==> src/shared/gcq_pkg.sv <==
// constants shared by the graphics command queue front end
// Behaviour
// host sets mode, then parameters, then initiator
// writes stream into sixteen-entry command fifo
// packets leave fifo singly, in order, per mode
// host writes all parameters before the initiator
// no new packet starts before current finishes
// parameters double-buffered: load copy, active copy
// host writes depth select only when idle
// host writes transfer data idle in dma-write
// idle means nothing running and fifo empty
// status bit 0 reads one while busy
// status write queued, stalls until prior work done
// operands from control registers and initiator data
// depth/stencil only in 3d line modes, off-screen
// deep bit zero: packed bytes, no depth buffers
// deep bit one: all layouts plus depth buffers
// packed layout: pixel 0 low byte upward
// deep mode: one word per pixel, top tag
// deep bitmap depths limited to 8, 12, 24
// unpacked bytes at 7:0, 15:8, 23:16, tag top
// wide and narrow depth formats in deep mode
// wide depth: stencil 31:24, depth 23:0
// mode bit 14 selects the narrow depth format
// true colour: tag, red, green, blue bytes
// fifo full holds off host writes, no drops; here hold_o is raised, but a write arriving while full is dropped
// reset empties fifo, clears busy, defines copies
package gcq_pkg;

    // -------------------------------------------------------------
    // register word addresses
    // -------------------------------------------------------------
    localparam logic [3:0] OFS_MODE   = 4'h0;
    localparam logic [3:0] OFS_DEPTH  = 4'h1;
    localparam logic [3:0] OFS_XFER   = 4'h2;
    localparam logic [3:0] OFS_STATUS = 4'h3;
    localparam logic [3:0] OFS_ADDR   = 4'h4;
    localparam logic [3:0] OFS_ARG    = 4'h5;
    localparam logic [3:0] OFS_CMD    = 4'h8;
    localparam logic [3:0] OFS_FBWR   = 4'h9;

    // -------------------------------------------------------------
    // field positions
    // -------------------------------------------------------------
    localparam int MODE_OP_MSB  = 3;
    localparam int LAYOUT_LSB   = 4;
    localparam int LAYOUT_MSB   = 6;
    localparam int NARROW_Z_BIT = 14;
    localparam int DEEP_BIT     = 0;
    localparam int BUSY_BIT     = 0;
    localparam int HOLD_BIT     = 1;
    localparam int ERR_BIT      = 2;
    localparam int COUNT_LSB    = 4;
    localparam int COUNT_MSB    = 8;

    // -------------------------------------------------------------
    // fifo geometry and modes
    // -------------------------------------------------------------
    localparam int         FIFO_DEPTH = 16;
    localparam int         ENTRY_W    = 36;
    localparam logic [4:0] HOLD_LEVEL = 5'h0F;
    localparam logic [3:0] MODE_DMA_WR = 4'h6;
    localparam int         MODE_3D_BIT = 3;

    // -------------------------------------------------------------
    // reset values
    // -------------------------------------------------------------
    localparam logic [31:0] RST_MODE  = 32'h0000_0000;
    localparam logic [31:0] RST_PARAM = 32'h0000_0000;
    localparam logic        RST_DEEP  = 1'b0;

    // -------------------------------------------------------------
    // frame buffer object layouts
    // -------------------------------------------------------------
    typedef enum logic [2:0] {
        packed_byte_layout     = 3'h0,
        unpacked_byte_layout_0 = 3'h1,
        unpacked_byte_layout_1 = 3'h2,
        unpacked_byte_layout_2 = 3'h3,
        direct_color_nibble_layout_0 = 3'h4,
        direct_color_nibble_layout_1 = 3'h5,
        true_color_layout      = 3'h6,
        depth_stencil_layout   = 3'h7
    } gcq_layout_e;

endpackage

==> src/rtl/gcq_fifo.sv <==
// command fifo holding queued register writes
`timescale 1ns/1ps
module gcq_fifo
    import gcq_pkg::*;
(
    // clock and reset
    input  wire logic               clk_i,
    input  wire logic               resetn_i,
    // filling side
    input  wire logic               in_valid_i,
    output logic                    in_ready_o,
    input  wire logic [ENTRY_W-1:0] in_data_i,
    // draining side
    output logic                    out_valid_o,
    input  wire logic               out_ready_i,
    output logic [ENTRY_W-1:0]      out_data_o,
    output logic [4:0]              count_o
);
    logic [ENTRY_W-1:0] mem [FIFO_DEPTH];
    logic [3:0]         wr_ptr;
    logic [3:0]         rd_ptr;
    logic [4:0]         count;
    logic               push;
    logic               pop;

    assign in_ready_o  = (count != 5'(FIFO_DEPTH));
    assign out_valid_o = (count != 5'h00);
    assign out_data_o  = mem[rd_ptr];
    assign count_o     = count;
    assign push        = in_valid_i && in_ready_o;
    assign pop         = out_valid_o && out_ready_i;

    always_ff @(posedge clk_i) begin
        if (push) begin
            mem[wr_ptr] <= in_data_i;
        end
    end

    // strict arrival order
    always_ff @(posedge clk_i or negedge resetn_i) begin
        if (!resetn_i) begin
            wr_ptr <= 4'h0;
            rd_ptr <= 4'h0;
            count  <= 5'h00;
        end else begin
            if (push) begin
                wr_ptr <= wr_ptr + 4'h1;
            end
            if (pop) begin
                rd_ptr <= rd_ptr + 4'h1;
            end
            count <= count + 5'(push) - 5'(pop);
        end
    end
endmodule

==> src/rtl/gcq_pix_pack.sv <==
// places initiator data into a frame buffer word per layout
`timescale 1ns/1ps
module gcq_pix_pack
    import gcq_pkg::*;
(
    // selection
    input  wire logic        deep_i,
    input  wire logic        line3d_i,
    input  wire logic        narrow_z_i,
    input  wire gcq_layout_e layout_i,
    input  wire logic [1:0]  lane_i,
    // data
    input  wire logic [31:0] data_i,
    output logic [31:0]      word_o,
    output logic [3:0]       mask_o,
    output logic             ok_o
);
    logic [7:0] tag;
    logic [7:0] pix;

    assign tag = data_i[31:24];
    assign pix = data_i[7:0];

    always_comb begin
        word_o = 32'h0000_0000;
        mask_o = 4'h0;
        ok_o   = deep_i;
        unique case (layout_i)
            packed_byte_layout: begin
                word_o = {4{pix}};
                mask_o = 4'h1 << lane_i;
                ok_o   = 1'b1;
            end
            unpacked_byte_layout_0: begin
                word_o = {tag, 16'h0000, pix};
                mask_o = 4'h9;
            end
            unpacked_byte_layout_1: begin
                word_o = {tag, 8'h00, pix, 8'h00};
                mask_o = 4'hA;
            end
            unpacked_byte_layout_2: begin
                word_o = {tag, pix, 16'h0000};
                mask_o = 4'hC;
            end
            direct_color_nibble_layout_0: begin
                word_o = {tag, 4'h0, data_i[11:8], 4'h0, data_i[7:4], 4'h0, data_i[3:0]};
                mask_o = 4'hF;
            end
            direct_color_nibble_layout_1: begin
                word_o = {tag, data_i[11:8], 4'h0, data_i[7:4], 4'h0, data_i[3:0], 4'h0};
                mask_o = 4'hF;
            end
            true_color_layout: begin
                word_o = data_i;
                mask_o = 4'hF;
            end
            depth_stencil_layout: begin
                // narrow: depth 23:8 beside a low pixel byte
                word_o = narrow_z_i ? {tag, data_i[23:8], pix} : data_i;
                mask_o = 4'hF;
                ok_o   = deep_i && line3d_i;
            end
        endcase
    end
endmodule

==> src/rtl/gcq_top.sv <==
// graphics command queue front end with barrier and double buffers
//
// Local design decisions: the strobed register port and the placing of the registers.
`timescale 1ns/1ps
module gcq_top
    import gcq_pkg::*;
(
    // clock and reset
    input  wire logic        clk_i,
    input  wire logic        resetn_i,
    // register port
    input  wire logic [3:0]  addr_i,
    input  wire logic [31:0] wdata_i,
    input  wire logic        wr_i,
    input  wire logic        rd_i,
    output logic [31:0]      rdata_o,
    output logic             hold_o,
    // drawing engine side
    output logic             op_start_o,
    output logic [3:0]       op_mode_o,
    output logic [31:0]      op_addr_o,
    output logic [31:0]      op_arg_o,
    output logic [31:0]      op_word_o,
    output logic [3:0]       op_mask_o,
    output logic             op_deep_o,
    input  wire logic        op_done_i,
    // transfer data for dma-write copy
    output logic [31:0]      xfer_data_o,
    output logic             xfer_load_o
);
    // -------------------------------------------------------------
    // declarations
    // -------------------------------------------------------------
    typedef enum logic [1:0] {
        ST_IDLE = 2'b01,
        ST_EXEC = 2'b10
    } gcq_state_e;

    gcq_state_e         state;
    gcq_state_e         next_state;

    logic               push;
    logic               fifo_ready;
    logic               head_valid;
    logic [ENTRY_W-1:0] head;
    logic [3:0]         head_addr;
    logic [31:0]        head_data;
    logic [4:0]         fifo_count;
    logic               pop;

    logic [31:0]        mode_load;
    logic [31:0]        addr_load;
    logic [31:0]        arg_load;
    logic               deep;
    logic               err;

    logic               is_init;
    logic               is_sync;
    logic               start_ok;
    logic               busy;
    logic               mapped_wr;

    logic [31:0]        pack_word;
    logic [3:0]         pack_mask;
    logic               pack_ok;

    // -------------------------------------------------------------
    // command fifo
    // -------------------------------------------------------------
    // every mapped write is queued while the fifo has room, the status barrier among them
    always_comb begin
        unique case (addr_i)
            OFS_MODE, OFS_DEPTH, OFS_XFER, OFS_STATUS,
            OFS_ADDR, OFS_ARG, OFS_CMD, OFS_FBWR: mapped_wr = 1'b1;
            default: mapped_wr = 1'b0;
        endcase
    end

    assign push = wr_i && mapped_wr;

    gcq_fifo u_fifo (
        .clk_i       (clk_i),
        .resetn_i    (resetn_i),
        .in_valid_i  (push),
        .in_ready_o  (fifo_ready),
        .in_data_i   ({addr_i, wdata_i}),
        .out_valid_o (head_valid),
        .out_ready_i (pop),
        .out_data_o  (head),
        .count_o     (fifo_count)
    );

    assign head_addr = head[ENTRY_W-1:32];
    assign head_data = head[31:0];

    // -------------------------------------------------------------
    // hold-off towards the host
    // -------------------------------------------------------------
    // raised one entry early so a write in the rising cycle still fits
    always_ff @(posedge clk_i or negedge resetn_i) begin
        if (!resetn_i) begin
            hold_o <= 1'b0;
        end else begin
            hold_o <= (fifo_count + 5'(push) - 5'(pop)) >= HOLD_LEVEL;
        end
    end

    // -------------------------------------------------------------
    // dequeue decision
    // -------------------------------------------------------------
    assign is_init = (head_addr == OFS_CMD) || (head_addr == OFS_FBWR);

    // entries that must wait for all prior work to finish
    assign is_sync = (head_addr == OFS_STATUS)
                  || (head_addr == OFS_DEPTH)
                  || ((head_addr == OFS_XFER)
                      && (mode_load[MODE_OP_MSB:0] == MODE_DMA_WR));

    // loads go to the load copy even while an operation runs
    assign pop = head_valid && ((state == ST_IDLE) || !(is_init || is_sync));

    assign start_ok = pop && is_init && pack_ok;

    // -------------------------------------------------------------
    // pixel placement of the initiating data
    // -------------------------------------------------------------
    gcq_pix_pack u_pack (
        .deep_i     (deep),
        .line3d_i   (mode_load[MODE_3D_BIT]),
        .narrow_z_i (mode_load[NARROW_Z_BIT]),
        .layout_i   (gcq_layout_e'(mode_load[LAYOUT_MSB:LAYOUT_LSB])),
        .lane_i     (addr_load[1:0]),
        .data_i     (head_data),
        .word_o     (pack_word),
        .mask_o     (pack_mask),
        .ok_o       (pack_ok)
    );

    // -------------------------------------------------------------
    // execution state
    // -------------------------------------------------------------
    always_comb begin
        next_state = state;
        unique case (state)
            ST_IDLE: begin
                if (start_ok) begin
                    next_state = ST_EXEC;
                end
            end
            ST_EXEC: begin
                if (op_done_i) begin
                    next_state = ST_IDLE;
                end
            end
            default: next_state = ST_IDLE;
        endcase
    end

    always_ff @(posedge clk_i or negedge resetn_i) begin
        if (!resetn_i) begin
            state <= ST_IDLE;
        end else begin
            state <= next_state;
        end
    end

    // -------------------------------------------------------------
    // load copy of the control registers
    // -------------------------------------------------------------
    always_ff @(posedge clk_i or negedge resetn_i) begin
        if (!resetn_i) begin
            mode_load <= RST_MODE;
            addr_load <= RST_PARAM;
            arg_load  <= RST_PARAM;
        end else if (pop) begin
            unique case (head_addr)
                OFS_MODE: mode_load <= head_data;
                OFS_ADDR: addr_load <= head_data;
                OFS_ARG:  arg_load  <= head_data;
                default:  ;
            endcase
        end
    end

    // -------------------------------------------------------------
    // frame buffer depth select
    // -------------------------------------------------------------
    // only reached with the engine idle, behind the sync check
    always_ff @(posedge clk_i or negedge resetn_i) begin
        if (!resetn_i) begin
            deep <= RST_DEEP;
        end else if (pop && (head_addr == OFS_DEPTH)) begin
            deep <= head_data[DEEP_BIT];
        end
    end

    // -------------------------------------------------------------
    // active copy driving the engine
    // -------------------------------------------------------------
    always_ff @(posedge clk_i or negedge resetn_i) begin
        if (!resetn_i) begin
            op_mode_o <= 4'h0;
            op_addr_o <= RST_PARAM;
            op_arg_o  <= RST_PARAM;
            op_word_o <= 32'h0000_0000;
            op_mask_o <= 4'h0;
            op_deep_o <= RST_DEEP;
        end else if (start_ok) begin
            op_mode_o <= mode_load[MODE_OP_MSB:0];
            op_addr_o <= addr_load;
            op_arg_o  <= arg_load;
            op_word_o <= pack_word;
            op_mask_o <= pack_mask;
            op_deep_o <= deep;
        end
    end

    always_ff @(posedge clk_i or negedge resetn_i) begin
        if (!resetn_i) begin
            op_start_o <= 1'b0;
        end else begin
            op_start_o <= start_ok;
        end
    end

    // -------------------------------------------------------------
    // transfer data register
    // -------------------------------------------------------------
    always_ff @(posedge clk_i or negedge resetn_i) begin
        if (!resetn_i) begin
            xfer_data_o <= 32'h0000_0000;
            xfer_load_o <= 1'b0;
        end else begin
            xfer_load_o <= pop && (head_addr == OFS_XFER);
            if (pop && (head_addr == OFS_XFER)) begin
                xfer_data_o <= head_data;
            end
        end
    end

    // -------------------------------------------------------------
    // rejected initiator flag
    // -------------------------------------------------------------
    // layout not allowed at this depth or mode; the barrier clears it
    always_ff @(posedge clk_i or negedge resetn_i) begin
        if (!resetn_i) begin
            err <= 1'b0;
        end else if (pop && is_init && !pack_ok) begin
            err <= 1'b1;
        end else if (pop && (head_addr == OFS_STATUS)) begin
            err <= 1'b0;
        end
    end

    // -------------------------------------------------------------
    // register reads
    // -------------------------------------------------------------
    // idle only with nothing running and nothing queued
    assign busy = (state != ST_IDLE) || (fifo_count != 5'h00);

    always_ff @(posedge clk_i or negedge resetn_i) begin
        if (!resetn_i) begin
            rdata_o <= 32'h0000_0000;
        end else if (rd_i) begin
            rdata_o <= 32'h0000_0000;
            unique case (addr_i)
                OFS_MODE:  rdata_o <= mode_load;
                OFS_DEPTH: rdata_o[DEEP_BIT] <= deep;
                OFS_XFER:  rdata_o <= xfer_data_o;
                OFS_ADDR:  rdata_o <= addr_load;
                OFS_ARG:   rdata_o <= arg_load;
                OFS_STATUS: begin
                    rdata_o[BUSY_BIT] <= busy;
                    rdata_o[HOLD_BIT] <= !fifo_ready;
                    rdata_o[ERR_BIT]  <= err;
                    rdata_o[COUNT_MSB:COUNT_LSB] <= fifo_count;
                end
                default: ;
            endcase
        end else begin
            rdata_o <= 32'h0000_0000;
        end
    end
endmodule

==> config.mk <==
export PLATFORM = sky130hd
export DESIGN_NAME = gcq_top
export DESIGN_NICKNAME = d
export VERILOG_FILES = /design/src/shared/gcq_pkg.sv /design/src/rtl/gcq_fifo.sv /design/src/rtl/gcq_pix_pack.sv /design/src/rtl/gcq_top.sv
export SDC_FILE = /design/constraint.sdc
export NUM_CORES = 1
export LEC_CHECK = 0
export BUFFER_PORTS_ARGS = -buffer_cell sky130_fd_sc_hd__buf_2
export CORE_MARGIN = 2
export CORE_UTILIZATION = 24
export DETAILED_ROUTE_END_ITERATION = 6
export PLACE_DENSITY = 0.39
export SLEW_MARGIN = 10
export SYNTH_ARGS = -nofsm -noshare
export SYNTH_HDL_FRONTEND = slang
export SYNTH_SLANG_ARGS = --single-unit
==> constraint.sdc <==
create_clock -name clk_i -period 12.3 [get_ports clk_i]
set_clock_uncertainty 0.15 [all_clocks]
set_input_delay 1.845 -clock clk_i [delete_from_list [all_inputs] [get_ports clk_i]]
set_output_delay 1.845 -clock clk_i [all_outputs]
set_load 0.01 [all_outputs]
After elaboration in Yosys (flattened, before gate mapping). Memory sizes are Yosys's and may differ from the RTL's. Cells that the tools add are included.

Add/subtract/negate cells: 6. Multiply operators: 0. Divide/modulo/power cells: 0. Magnitude comparators: 1. Equality and inequality tests: 26. Shifts and indexed selects: 1. Multiplexer cells: 16. Bitwise logic cells: 0. Reductions and logical operators: 32.

Operators with widths (number): $pmux 32 s7 (1); $pmux 23 s4 (1); $mux 32 (1); $pmux 5 s5 (1); $eq 4x3->1 const B (5); $pmux 4 s5 (1); $eq 4x2->1 const B (4); $eq 3x3->1 const B (4); $logic_and 1x1->1 (12); $add 5x1->5 (2); $pmux 2 s5 (1); $sub 5x1->5 (2); $add 4x1->4 const B (2); $eq 4x1->1 const B (2); $eq 4x4->1 const B (2); $logic_not 4->1 (2); $reduce_and 2->1 (4); $eq 3x2->1 const B (2); $logic_or 1x1->1 (6); $pmux 1 s6 (1); $ge 5x4->1 const B (1); $ne 5x5->1 const B (1); $reduce_bool 5->1 (1); $mux 1 (4); 15 further kinds (19).

Register bits after elaboration: 285. Latch bits: 0. Memory bits (writable): 576. Bits in read-only memories: 16. Bits of input ports: 41. Output and inout port bits: 172. Logic and storage cells: 104. Memories kept: 2.

Memories: u_fifo.mem (words 16, width 36, read ports 1, clocked after Yosys merged registers in 0, wr ports 1, RTL line gcq_fifo.sv:19) `logic [ENTRY_W-1:0] mem [FIFO_DEPTH];`; (no name shown) (words 16, width 1, read ports 1, clocked after Yosys merged registers in 0, wr ports 0, RTL line gcq_top.sv:72) `unique case (addr_i)`.

Depth between registers and ports, before layout. An unclocked memory read counts as a cell.

Depth in word-level cells: 12. Gate-level depth with buffers: 19. Mapped depth without buffers: 16.

Modules after synthesis. A second synthesis with hierarchy kept.

Cells, all modules: 1985. Area total of the unflattened synthesis: 34609.4 µm².

By module, submodules not included: gcq_fifo (instances 1, cells an instance 1122, area an instance 22745.6 µm², seq. area each 17621.9 µm²); gcq_top (instances 1, cells an instance 741, area an instance 11083.1 µm², seq. area each 6807.8 µm²); gcq_pix_pack (instances 1, cells an instance 122, area an instance 780.7 µm², seq. area each 0.0 µm²).

Least setup slack after synthesis. Ideal clock, no wire load.

Path kind: input port to flip-flop. Start: input port addr_i[2]. End: memory u_fifo.mem[3][0], enable pin. Library setup time: 474 ps. Arrival: 5347 ps. Data required time: 11676 ps. Path slack: 6329 ps. Stages on the path: 7. Path buffers: 2. Path through: clkbuf_1 a21oi_1 o21a_1 nor2b_1 clkbuf_1 nand2_1 nor3_1.

Word-level cells in the longest chain between the ends: 5.

RTL lines: start, declared (RTL line gcq_top.sv:12) `input wire logic [3:0] addr_i,`; $mem_v2 16x1; $logic_and 1x1->1 (RTL line gcq_top.sv:79) `assign push = wr_i && mapped_wr;`; $logic_and 1x1->1 (RTL line gcq_fifo.sv:30) `assign push = in_valid_i && in_ready_o;`; named net u_fifo.push (RTL line gcq_fifo.sv:23) `logic push;`; $mux 1 (RTL line gcq_fifo.sv:34) `if (push) begin`; $mux 1 (implied by the code) (RTL line gcq_fifo.sv:35) `mem[wr_ptr] <= in_data_i;`; end, declared (RTL line gcq_fifo.sv:19).

The timed path passes the listed nets, and every way through them passes these cells.

Worst setup path after layout.
Start: register u_fifo.rd_ptr[2]. End: register hold_o.

Word-level cells in the longest chain between the ends: 10. Elaborated cells between the ends (all ways): 16. Classes of those cells: add/sub: 1; order compare: 1; eq/ne: 5; reduce/logical: 8; memory: 1.

RTL lines: start, declared (RTL line gcq_fifo.sv:21) `logic [3:0] rd_ptr;`; start signal, assigned (RTL line gcq_fifo.sv:50) `rd_ptr <= rd_ptr + 4'h1;`; $mem_v2 16x36 *; $eq 4x2->1 (tied with other cells) (RTL line gcq_top.sv:114) `assign is_sync = (head_addr == OFS_STATUS)`; $logic_or 1x1->1 / $logic_and 1x1->1 (equally long branches) (RTL line gcq_top.sv:115, gcq_top.sv:117); $logic_or 1x1->1 (RTL line gcq_top.sv:116) `|| ((head_addr == OFS_XFER)`; $logic_or 1x1->1 * (RTL line gcq_top.sv:120) `assign pop = head_valid && ((state == ST_IDLE) || !(is_init || is_sync));`; $logic_not 1->1 * (RTL line gcq_top.sv:120); $logic_or 1x1->1 * (RTL line gcq_top.sv:120); $logic_and 1x1->1 * (RTL line gcq_top.sv:120); $sub 5x1->5 * (RTL line gcq_top.sv:104) `hold_o <= (fifo_count + 5'(push) - 5'(pop)) >= HOLD_LEVEL;`; $ge 5x4->1 * (RTL line gcq_top.sv:104); end signal, assigned (RTL line gcq_top.sv:102) `hold_o <= 1'b0;`; end signal, assigned (RTL line gcq_top.sv:104); end, declared (RTL line gcq_top.sv:17) `output logic hold_o,`.

Mark *: on every way between the ends. The rest lies on a longest branch, timed or not. A chain may end at the register's enable or synchronous reset.

==> out/results.txt <==
Root buf cell = clkbuf_16
Fin. Hold Viols = 0
CP arrival = 6.54 ns
Ratio of cells with drive above 1 in the final layout = 22.4%
Largest net degree at the start of global routing = 94
Max Buffers Root-to-Sink = 3
Rows = 138
Clk network pwr share = 27.2%
Clock slew at reported path FFs = 0.06 ns
Vias in the first global route = 19,800
PostCTS Resize Cnt = 0
H-tree depth = 3
Top Metal Used = met5
Worst hold-check path type = reg2reg
Int Pwr = 6.75 mW
Crit path largest cell delay = 0.85 ns
DR pass1 iterations = 7
Initial DRC Count = 1,415
Part of the power in registers = 38.5%
Die ar. = 145,000 µm²
Yosys warns = 0
Crit Path Class = reg2reg
Leak = 14.8 nW
P per Cell Area = 264 nW/µm²
Synthesized area = 34,200 µm²
Sink of the worst hold path = op_addr_o[26]
Worst Path Buf+Inv = 3
Detail Route Antenna Nets = 0
Worst vdd ir = 0.123 mV
Post-CTS Hold Buffers = 0
Commonest register cell after synthesis = edfxtp_1
Family with the most delay on the worst path = simple AND/OR/NAND/NOR gates
Finish-stage setup viols = 0
Reg2reg end = hold_o
Gr usage total = 14.6%
Worst Reg2Reg Path Length in Cells = 17
Post-synthesis cell count = 1,946
Synth unique cells = 66
# IOs = 213
CP max-delay cell = and2_2
Worst reg2reg setup slack = 6.18 ns
Final WL = 107,000 µm
Largest Register = u_fifo.mem
Synth cell count leaders = edfxtp_1, dfrtp_1, mux2_1
Total of max-cap violations = 0
Switching part of the total = 37.3%
Slew headroom = 28.4%
Slew at the pin with the worst max-slew slack = 1.07 ns
Sink Count = 861
DP Wirelength = 64,200 µm
Final-report max-slew violation count = 0
Residual DRC = 0
Status = complete, no violations
GRT overflow = 0
Cell taking the most area after synthesis = edfxtp_1
Initial antenna violation count = 19
Min-Delay Path Depth = 1
RSZ-0062 raised after global routing = no
Syn_area_per_cell = 17.6 µm²
Fmax = 163 MHz
Switch Pwr = 4.02 mW
RePlAce Congestion = 0.761
Worst path cell trace = buf_4 -> and2_2 -> buf_4 -> a221oi_1 -> a22o_1 -> or4_1 -> or2_1 -> a31oi_1 -> ha_1 -> inv_1 -> ha_1 -> fa_1 -> a21oi_1 -> nor2_1 -> nor2_1 -> xor2_1 -> o21ai_0
Fin Hold WS = 0.333 ns
Worst-Skew Late Latency = 0.69 ns
DR WL met3 = 5830 µm
Die X = 381 µm
I/O Buffers = 212
CP max FO = 45
Fin crit share = 49.8%
Max FFs per register = 576
Chip height = 381 µm
Vias per cell = 4.65
R2R Path Start = u_fifo.rd_ptr[2]
Post-synth EDFFs = 576
Layout Area Growth over Synthesis = 19.4%
Initial Utilization = 24.2%
TritonCTS clock tree = built
First-pass GRT wire length = 153,000 µm
Sequential area share after synthesis = 71.5%
Worst Setup End Kind = flip-flop
Num CTS Buffers = 97
Core region area = 141,000 µm²
Post-route setup TNS = 0 ns
Most instantiated library cell after synthesis = edfxtp_1
Syn_nets = 2,003
Yosys reg bits = 861
CP startpoint kind = flip-flop
Hold path start = op_addr_o[26]
Wire length per cell = 25.8 µm
Req. time, crit path = 12.72 ns
Comb power frac = 34.4%
Antenna diodes = 0
Met1 WL = 50,700 µm
Fin nets = 2,243
Ys async rst share = 33.1%
Post-CTS Setup Inserts = 0
Top post-synthesis cells by area = edfxtp_1, dfrtp_1, mux2_1, mux4_2, mux2i_1
Via count = 19,300
Top cell type's share of synthesized area = 50.6%
WL met2 = 48,500 µm
Post-layout min period = 6.12 ns
==> metal layers <==
layer	vias up	GRT usage (%)
met5	-	0
met4	10	3.24
met3	150	3.13
met2	563	22.6
met1	10300	20.7
li1	8259	-
==> cell families after synthesis <==
group | share of synthesized area [%]
DFF | 71.5
xor gates and xnor gates | 0.256
muxes | 17.0
adders and majority gates | 0.630
buffers and inverters | 1.71
AOI/OAI and AO/OA | 6.72
and+or+nand+nor | 2.22
==> layout make-up <==
type	instances	area, µm²
fillers	14000	101000
flip-flops and latches	861	24400
multi-input cells	949	9360
clock buffers	132	2640
well taps	1890	2360
repair buffers	254	1390
clock inverters	44	551
inverters	23	87.6
==> stage by stage <==
step	area, µm²	std cells	worst slack [ns]	utilization, %	power, mW
after floorplan	34200	1946	6.33	-	6.26
after global placement	37600	3977	6.11	26.6	7.92
after detailed placement	37600	3977	6.13	26.6	7.98
after CTS	40800	4153	6.15	28.9	11.0
after global routing	40800	4153	5.88	28.9	11.4
final	40800	4153	6.18	28.9	10.8
==> placed cells by master, fill, tap and decap left out, types with 6 or more instances in the layout <==
cell         n
xnor2_1      7
mux4_2      76
a221oi_1    71
mux2i_1    144
a221o_1      9
clkbuf_1    28
a31oi_1      6
o21ai_0     47
nand2_1     77
a21oi_1     55
clkinv_1    14
nor2_4      12
buf_4       42
o21ai_1      7
ha_1        14
a22o_1      10
clkbuf_16   98
edfxtp_1   576
clkbuf_8     6
a222oi_1    31
clkinv_2    12
a22oi_1     49
dfrtp_1    280
inv_1       20
mux2_1     235
nor2_1      14
bufinv_16   12
buf_2      211
==> worst max-delay path by stage <==
stage,slack (ns),cells after the start,from,end
5_1_grt,5.88,17,u_fifo.rd_ptr[2],hold_o
2_1_floorplan,6.33,7,addr_i[2],u_fifo.mem[3][0]
3_3_place_gp,6.11,17,u_fifo.rd_ptr[2],hold_o
6_report,6.18,17,u_fifo.rd_ptr[2],hold_o
3_5_place_dp,6.13,17,u_fifo.rd_ptr[2],hold_o
4_1_cts,6.15,17,u_fifo.rd_ptr[2],hold_o
==> power by group through the flow <==
stage	Clock (mW)	Combinational [mW]	Sequential (mW)
3_3_place_gp	0	3.73	4.19
4_1_cts	3.02	3.78	4.15
5_1_grt	3.13	4.01	4.21
3_5_place_dp	0	3.77	4.21
6_report	2.93	3.70	4.14
2_1_floorplan	0	2.22	4.03
No activity file was read; power rests on OpenSTA's default activity.
